==> src/design/pw_pkg.sv <==
/*
  Constants, register map and carrier types of the page walker.
  Assumes a single clock domain and a 32-bit register bus.
*/
`default_nettype none
package pw_pkg;
  localparam int PA_W = 52;
  localparam int LA_W = 48;
  localparam int STRUCT_BYTES = 4096;
  localparam logic [5:0] PAGE_SHIFT = 6'h0c;
  localparam logic [5:0] SH_TWO_TOP = 6'h16;
  localparam logic [5:0] SH_EXT_TOP = 6'h1e;
  localparam logic [5:0] SH_FOUR_TOP = 6'h27;
  localparam logic [5:0] SH_DIR_WIDE = 6'h15;
  localparam logic [5:0] SH_PTR_WIDE = 6'h1e;
  localparam logic [3:0] SLICE_TWO = 4'ha;
  localparam logic [3:0] SLICE_WIDE = 4'h9;
  localparam logic [3:0] SLICE_EXT_TOP = 4'h2;
  localparam int PRESENT_BIT = 0;
  localparam int PAGE_SIZE_BIT = 7;
  localparam logic [7:0] REG_CTRL = 8'h00;
  localparam logic [7:0] REG_ROOT_LO = 8'h04;
  localparam logic [7:0] REG_ROOT_HI = 8'h08;
  localparam logic [7:0] REG_RSVD_LO = 8'h0c;
  localparam logic [7:0] REG_RSVD_HI = 8'h10;
  localparam logic [7:0] REG_STATUS = 8'h14;
  localparam logic [7:0] REG_INT_STATUS = 8'h18;
  localparam logic [7:0] REG_INT_MASK = 8'h1c;
  localparam int CTRL_LPE_BIT = 2;
  localparam int INT_DONE_BIT = 0;
  localparam int INT_FAULT_BIT = 1;
  localparam logic [PA_W-1:0] ROOT_RESET = 52'h0;
  localparam logic [63:0] RSVD_RESET = 64'h0;
  localparam logic [1:0] INT_RESET = 2'h0;
  typedef enum logic [1:0] {
    MODE_TWO_LEVEL = 2'b00,
    MODE_EXT_PHYS = 2'b01,
    MODE_FOUR_LEVEL = 2'b10
  } walk_mode_t;
  typedef enum logic [1:0] {
    ST_IDLE = 2'b00,
    ST_FETCH = 2'b01,
    ST_WAIT = 2'b10,
    ST_DONE = 2'b11
  } walk_state_t;
  typedef struct packed {
    logic [PA_W-1:0] addr;
    logic wide;
  } mem_req_t;
  typedef struct packed {
    logic fault;
    logic [PA_W-1:0] phys;
    logic [PA_W-1:0] frame;
    logic [29:0] offset;
    logic [5:0] page_shift;
  } cpl_t;
endpackage
`default_nettype wire

==> src/design/hierarchical_page_walker.sv <==
/*
  Hierarchical page-table walker with an AHB-Lite register slave.
  Assumes a memory port that answers each entry read once, in order,
  with the entry in the low bits of mem_rsp_data.
*/
// Design decisions made here: the AHB-Lite slave port and the address map.
`timescale 1ns/100ps
`default_nettype none
module hierarchical_page_walker
  import pw_pkg::*;
#(
  parameter bit GBYTE_PAGES = 1'b1,
  parameter int REG_AW = 8
)(
  input wire logic hclk, // Bus and walker clock.
  input wire logic hresetn, // Asynchronous reset, active low.
  input wire logic hsel, // Slave select.
  input wire logic [31:0] haddr, // Byte address.
  input wire logic [1:0] htrans, // Transfer type.
  input wire logic hwrite, // Write when high.
  input wire logic [2:0] hsize, // Transfer size.
  input wire logic [31:0] hwdata, // Write data.
  input wire logic hready, // Bus ready.
  output logic hreadyout, // Slave ready.
  output logic [31:0] hrdata, // Read data.
  output logic hresp, // Response, always OKAY.
  input wire logic req_valid, // Translation request.
  output logic req_ready, // Walker idle.
  input wire logic [LA_W-1:0] req_laddr, // Linear address.
  output logic mem_req_valid, // Entry read request.
  input wire logic mem_req_ready, // Memory takes the read.
  output var mem_req_t mem_req, // Entry address and size.
  input wire logic mem_rsp_valid, // Entry data valid.
  input wire logic [63:0] mem_rsp_data, // Entry data.
  output logic cpl_valid, // Completion pulse.
  output var cpl_t cpl, // Completion contents.
  output logic irq // Level interrupt.
);
  if (REG_AW < 5 || REG_AW > 32)
  begin : g_bad_aw
    $error("REG_AW must lie between 5 and 32");
  end

  walk_state_t state_q;
  walk_mode_t mode_q, wmode_q;
  logic lpe_q, wlpe_q, last_fault_q;
  logic [PA_W-1:0] root_q, base_q;
  logic [63:0] rsvd_q, wrsvd_q;
  logic [LA_W-1:0] laddr_q;
  logic [5:0] shift_q;
  logic [1:0] lvl_q, int_st_q, int_mask_q;
  logic [REG_AW-1:0] a_q;
  logic wr_q;

  // Bus slave: zero wait states, unmapped reads give zero.
  wire ahb_go = hsel & hready & htrans[1];
  wire [7:0] wa = 8'(a_q);
  wire w_ctrl = wr_q & (wa == REG_CTRL);
  wire w_rlo = wr_q & (wa == REG_ROOT_LO);
  wire w_rhi = wr_q & (wa == REG_ROOT_HI);
  wire w_slo = wr_q & (wa == REG_RSVD_LO);
  wire w_shi = wr_q & (wa == REG_RSVD_HI);
  wire w_ist = wr_q & (wa == REG_INT_STATUS);
  wire w_imk = wr_q & (wa == REG_INT_MASK);
  wire [7:0] ra = 8'(haddr[REG_AW-1:0]);
  wire [31:0] stat_word = {26'h0, lvl_q, 1'b0, GBYTE_PAGES,
    last_fault_q, state_q != ST_IDLE};
  wire [31:0] rd_mux =
    (ra == REG_CTRL) ? {29'h0, lpe_q, mode_q} :
    (ra == REG_ROOT_LO) ? root_q[31:0] :
    (ra == REG_ROOT_HI) ? {12'h0, root_q[PA_W-1:32]} :
    (ra == REG_RSVD_LO) ? rsvd_q[31:0] :
    (ra == REG_RSVD_HI) ? rsvd_q[63:32] :
    (ra == REG_STATUS) ? stat_word :
    (ra == REG_INT_STATUS) ? {30'h0, int_st_q} :
    (ra == REG_INT_MASK) ? {30'h0, int_mask_q} : 32'h0;
  assign hreadyout = 1'b1;
  assign hresp = 1'b0;

  always_ff @(posedge hclk or negedge hresetn)
  begin
    if (!hresetn)
    begin
      wr_q <= 1'b0;
      a_q <= '0;
      hrdata <= 32'h0;
    end
    else
    begin
      wr_q <= ahb_go & hwrite;
      if (ahb_go)
        a_q <= haddr[REG_AW-1:0];
      if (ahb_go & ~hwrite)
        hrdata <= rd_mux;
    end
  end

  // Control registers; an undefined mode code is not stored.
  always_ff @(posedge hclk or negedge hresetn)
  begin
    if (!hresetn)
    begin
      mode_q <= MODE_TWO_LEVEL;
      lpe_q <= 1'b0;
      root_q <= ROOT_RESET;
      rsvd_q <= RSVD_RESET;
      int_mask_q <= INT_RESET;
    end
    else
    begin
      if (w_ctrl && hwdata[1:0] != 2'b11)
        mode_q <= walk_mode_t'(hwdata[1:0]);
      if (w_ctrl)
        lpe_q <= hwdata[CTRL_LPE_BIT];
      if (w_rlo)
        root_q[31:0] <= hwdata;
      if (w_rhi)
        root_q[PA_W-1:32] <= hwdata[PA_W-33:0];
      if (w_slo)
        rsvd_q[31:0] <= hwdata;
      if (w_shi)
        rsvd_q[63:32] <= hwdata;
      if (w_imk)
        int_mask_q <= hwdata[1:0];
    end
  end

  // Walk datapath.
  wire two = wmode_q == MODE_TWO_LEVEL;
  wire four = wmode_q == MODE_FOUR_LEVEL;
  wire top_wide = (lvl_q == 2'h0) & ~two;
  wire [3:0] slice_w = two ? SLICE_TWO :
    (wmode_q == MODE_EXT_PHYS && lvl_q == 2'h0) ? SLICE_EXT_TOP :
    SLICE_WIDE;
  wire [LA_W-1:0] idx_raw = laddr_q >> shift_q;
  wire [9:0] idx = idx_raw[9:0] & ~(10'h3ff << slice_w);
  wire [PA_W-1:0] idx_off = two ? {40'h0, idx, 2'h0} : {39'h0, idx, 3'h0};
  assign mem_req.addr = base_q + idx_off;
  assign mem_req.wide = ~two;
  assign mem_req_valid = state_q == ST_FETCH;
  assign req_ready = state_q == ST_IDLE;
  assign cpl_valid = state_q == ST_DONE;

  // Root base: 4K aligned, except the 32-byte extended top table.
  wire [PA_W-1:0] root_base =
    (mode_q == MODE_FOUR_LEVEL) ? {root_q[PA_W-1:12], 12'h0} :
    (mode_q == MODE_EXT_PHYS) ? {20'h0, root_q[31:5], 5'h0} :
    {20'h0, root_q[31:12], 12'h0};
  wire [5:0] top_shift =
    (mode_q == MODE_FOUR_LEVEL) ? SH_FOUR_TOP :
    (mode_q == MODE_EXT_PHYS) ? SH_EXT_TOP : SH_TWO_TOP;

  wire [63:0] ent = two ? {32'h0, mem_rsp_data[31:0]} : mem_rsp_data;
  wire [63:0] rsvd_eff = (two & ~wlpe_q) ? 64'h0 : wrsvd_q;
  wire present = ent[PRESENT_BIT];
  wire rsvd_hit = |(ent & rsvd_eff);
  wire ps = ent[PAGE_SIZE_BIT];
  wire is_last = shift_q == PAGE_SHIFT;
  wire can_big = two ? wlpe_q :
    (shift_q == SH_DIR_WIDE) |
    (four & (shift_q == SH_PTR_WIDE) & GBYTE_PAGES);
  wire bad_gb = four & (shift_q == SH_PTR_WIDE) & ps & ~GBYTE_PAGES
    & ~top_wide;
  wire map_large = ~is_last & ps & can_big & ~top_wide;
  wire fault = ~present | rsvd_hit | bad_gb;
  wire maps = is_last | map_large;
  wire [PA_W-1:0] next_tbl = two ? {20'h0, ent[31:12], 12'h0} :
    {ent[PA_W-1:12], 12'h0};
  wire [PA_W-1:0] big32 = {12'h0, ent[20:13], ent[31:22], 22'h0};
  wire [PA_W-1:0] map_addr = (two & map_large) ? big32 : next_tbl;
  wire [PA_W-1:0] page_mask = ~({PA_W{1'b1}} << shift_q);
  wire [PA_W-1:0] frame = map_addr & ~page_mask;
  wire [29:0] offset = laddr_q[29:0] & page_mask[29:0];

  always_ff @(posedge hclk or negedge hresetn)
  begin
    if (!hresetn)
    begin
      state_q <= ST_IDLE;
      wmode_q <= MODE_TWO_LEVEL;
      wlpe_q <= 1'b0;
      wrsvd_q <= RSVD_RESET;
      laddr_q <= '0;
      base_q <= '0;
      shift_q <= PAGE_SHIFT;
      lvl_q <= 2'h0;
      cpl <= '0;
      last_fault_q <= 1'b0;
    end
    else
    begin
      unique case (state_q)
        ST_IDLE:
          if (req_valid)
          begin
            wmode_q <= mode_q;
            wlpe_q <= lpe_q;
            wrsvd_q <= rsvd_q;
            laddr_q <= (mode_q == MODE_FOUR_LEVEL) ? req_laddr :
              {16'h0, req_laddr[31:0]};
            base_q <= root_base;
            shift_q <= top_shift;
            lvl_q <= 2'h0;
            state_q <= ST_FETCH;
          end
        ST_FETCH:
          if (mem_req_ready)
            state_q <= ST_WAIT;
        ST_WAIT:
          if (mem_rsp_valid)
          begin
            if (fault | maps)
            begin
              cpl.fault <= fault;
              cpl.phys <= fault ? '0 : (frame | {22'h0, offset});
              cpl.frame <= fault ? '0 : frame;
              cpl.offset <= fault ? '0 : offset;
              cpl.page_shift <= shift_q;
              last_fault_q <= fault;
              state_q <= ST_DONE;
            end
            else
            begin
              base_q <= next_tbl;
              shift_q <= shift_q - (two ? 6'h0a : 6'h09);
              lvl_q <= lvl_q + 2'h1;
              state_q <= ST_FETCH;
            end
          end
        ST_DONE:
          state_q <= ST_IDLE;
      endcase
    end
  end

  // Sticky events; a new event beats a same-cycle clear.
  wire [1:0] ev = {cpl_valid & cpl.fault, cpl_valid};
  wire [1:0] clr = w_ist ? hwdata[1:0] : 2'h0;
  always_ff @(posedge hclk or negedge hresetn)
  begin
    if (!hresetn)
      int_st_q <= INT_RESET;
    else
      int_st_q <= (int_st_q & ~clr) | ev;
  end
  assign irq = |(int_st_q & int_mask_q);
endmodule // hierarchical_page_walker
`default_nettype wire

==> config.mk <==
export PLATFORM = sky130hd
export DESIGN_NAME = hierarchical_page_walker
export DESIGN_NICKNAME = d
export VERILOG_FILES = /design/src/design/pw_pkg.sv /design/src/design/hierarchical_page_walker.sv
export SDC_FILE = /design/constraint.sdc
export NUM_CORES = 1
export LEC_CHECK = 0
export BUFFER_PORTS_ARGS = -buffer_cell sky130_fd_sc_hd__buf_2
export CAP_MARGIN = 10
export CELL_PAD_IN_SITES_DETAIL_PLACEMENT = 1
export CELL_PAD_IN_SITES_GLOBAL_PLACEMENT = 2
export CORE_ASPECT_RATIO = 1.4
export CORE_UTILIZATION = 38
export CTS_CLUSTER_SIZE = 12
export DETAILED_ROUTE_END_ITERATION = 12
export PLACE_DENSITY_LB_ADDON = 0.3
export REMOVE_ABC_BUFFERS = 1
export SLEW_MARGIN = 30
export SYNTH_ARGS = -nofsm -noshare
export SYNTH_HDL_FRONTEND = slang
export SYNTH_SLANG_ARGS = --single-unit
==> constraint.sdc <==
create_clock -name hclk -period 11.4 [get_ports hclk]
set_input_delay 1.71 -clock hclk [delete_from_list [all_inputs] [get_ports hclk]]
set_output_delay 1.71 -clock hclk [all_outputs]
set_load 0.02 [all_outputs]
==> flow_summary.json <==
{
  "status": "completed",
  "setup_violations": 0,
  "tightest_slew_ns": 1.03,
  "cp-startpoint": "shift_q[1]$_DFFE_PN0P_",
  "vdd_drop_max_mv": 0.114,
  "ys_top_cells_by_area": "dfrtp_1 48%, nand2_1 9.2%, mux2_2 7.0%, mux4_2 4.4%, a22oi_1 2.7%",
  "hold_path.class": "reg2reg",
  "antenna_found_initial": 4,
  "hold_viol_final": 0,
  "syn_area_per_cell_um2": 9.78,
  "maxSlewViolCount": 0,
  "rsz0062_at_grt": "no",
  "period_share": 0.705,
  "syn_inst": 2308,
  "grt_max_degree": 151,
  "core_area_um2": 58600,
  "startpoint_type": "flop",
  "drive_gt1_frac": 0.277,
  "worstRegToRegCells": 9,
  "use_met1": 0.371,
  "ios": 421,
  "async_reset_ff_frac": 1.00,
  "seq_area_um2": 10800,
  "end_kind": "output port",
  "grt_first_pass_wirelength_mm": 140,
  "powerDensity_nw_per_um2": 236,
  "multi_input_area_um2": 10800,
  "grt_use_met3": 0.0417,
  "rrSetupSlack_ns": 7.49,
  "clk_latency_ns": 0.60,
  "required_ns": 9.69,
  "synth_area_um2": 22600,
  "critPathKind": "reg2out",
  "r2r-end": "cpl[87]$_DFFE_PN0P_",
  "synth_top_area_cell": "dfrtp_1",
  "cts_hold_buffers": 0,
  "crit_arrival_ns": 6.33,
  "hold_path_end": "cpl[52]$_DFFE_PN0P_",
  "netlist_top_cells_count": "553 x nand2_1, 429 x dfrtp_1, 141 x mux2_2",
  "grt_pass1_vias": 20723,
  "vias": 19776,
  "tritoncts": "built",
  "dr.pass1.iters": 5,
  "hpwl_mm": 69.6,
  "cts_resized": 0,
  "skew_ns": 0.0202,
  "synth_seq_cells": 431,
  "dieHeight_um": 290,
  "worstHoldStart": "cpl[52]$_DFFE_PN0P_",
  "placed_cell_area_um2": 24800,
  "final_area_um2": 26300,
  "globalRoute.busiestLayer": "met2",
  "grt_usage": 0.312,
  "synth_warnings": 0,
  "synth-edff-count": 0,
  "overflow": 0,
  "areaGrowthSynthToFinish_pct": 16.6,
  "antenna_left": 0,
  "post_cts_buffers": 0,
  "die_area_um2": 60400,
  "wl_per_cell_um": 27.9,
  "rows": 105,
  "met2_usage": 0.538,
  "min_period_ns": 8.04,
  "worst-path-max-fanout": 46,
  "vias_per_cell": 5.88,
  "wirelength_mm": 93.9,
  "cts_buffers": 46,
  "start_util": 0.385,
  "nets": 2783,
  "clk_pin_slew_ns": 0.06,
  "rr_startpoint": "shift_q[1]$_DFFE_PN0P_",
  "slew_headroom": 0.309,
  "cts-root-buf": "clkbuf_16",
  "synth_ff_type": "dfrtp_1",
  "synth_top_cell_area_share": 0.476,
  "synth.most_common_cell": "nand2_1",
  "ys_types": 83,
  "drcViolationCount": 0,
  "clockBufferDepth": 3,
  "fp.dieW_um": 208,
  "p_leak_uw": 0.0130,
  "cts.sinks": 431,
  "nFillCells": 6699,
  "drt_iter0_drc": 1408,
  "gp_congestion": 0.940,
  "hold_depth": 2,
  "timing.fmax_mhz": 124,
  "port_buffers": 376,
  "setup_tns_ns": 0,
  "htreeDepth": 2,
  "synth-seq-area-share": 0.478,
  "maxCapViolCount": 0
}
[report_power, final]
group          switching [uW]  total [uW]  internal (uW)
Clock                     649        1500            856
Sequential                442        2260           1810
Combinational            1580        2440            868
[placed cells by master (no fill, tap or decap), drive strengths merged, types with 7 or more instances in the layout]
cell type	instances
nand2	554
dfrtp	429
buf	415
mux2	141
o21ai	138
nor2	137
a21oi	86
a22oi	80
clkbuf	70
nand3	60
mux4	44
mux2i	39
nor2b	29
xnor2	29
inv	26
a221o	20
o22ai	19
nand4	18
a22o	18
conb	17
nor3	16
xor2	15
a32o	15
a222oi	13
o31ai	13
and2	12
nor4	12
ha	11
and3	10
a211oi	10
a31oi	10
o211ai	8
o21a	7
a21boi	7
nand2b	7
nand3b	7
[cell families after synthesis]
family / count (synthesis) / share of synthesized area
buffers and inverters: 229 / 0.0499
AO/OA/AOI/OAI: 470 / 0.142
adder cells (fa/ha/maj): 13 / 0.00787
XOR/XNOR: 44 / 0.0171
multiplexers: 224 / 0.132
other: 2 / 0.000333
AND/OR/NAND/NOR: 895 / 0.174
flip-flops: 431 / 0.478
[per-stage QoR]
stage	cells	hold WS, ns	util	worst slack [ns]	power, uW
finish	3361	0.469	0.449	3.36	6200
global route	3359	0.485	0.449	2.98	6490
CTS	3359	0.473	0.449	3.40	6240
detailed placement	3282	0.455	0.424	4.08	4700
global placement	3280	0.446	0.423	4.08	4640
floorplan	2118	0.445	-	4.04	3630
[worst max-delay path: stages, from the launching register on]
cell and delay, ns:
dfrtp_2 0.78, buf_4 0.66, mux2i_1 0.40, mux2i_1 0.14, mux2_2 0.31, nand2_1 0.10
a21oi_1 0.07, o31ai_1 0.46, o22ai_1 0.19, ha_1 0.43, a211o_1 0.19, nor3_1 0.05
o21ai_0 0.23, nand3_1 0.38, nor2_1 0.49, nand2_1 0.14, xnor2_1 0.40, buf_2 0.25
[flip-flops by register name, indices dropped and copies added, names as in the netlist, 6 cells and up]
register and flops:
a_q 8, hrdata 32, rsvd_q 64, base_q 47, wrsvd_q 64, laddr_q 48
root_q 52, cpl 94, shift_q 6
[worst max path at each step]
stage | end | slack, ns
after CTS | mem_req[37] | 3.40
after detailed placement | mem_req[37] | 4.08
after global routing | mem_req[31] | 2.98
after floorplan | mem_req[48] | 4.04
after global placement | mem_req[37] | 4.08
final | mem_req[37] | 3.36
[metal layers]
| layer | wire length [um] | up-vias | share of wire |
|---|---|---|---|
| met1 | 36000 | 10172 | 0.38 |
| met4 | 5930 | 6 | 0.063 |
| met3 | 4500 | 220 | 0.048 |
| met2 | 47400 | 748 | 0.50 |
| met5 | 40 | - | 0.00043 |
| li1 | - | 8630 | - |
[cell type report]
cell class | count | share of cell area
multi-input combinational | 1663 | 0.411
inverter | 24 | 0.00352
clock buffer | 70 | 0.0525
tap | 749 | 0.0356
antenna | 2 | 0.000190
clock inverter | 7 | 0.00352
sequential | 431 | 0.410
timing repair buffer | 415 | 0.0841
No activity file was read; power rests on OpenSTA's default activity.
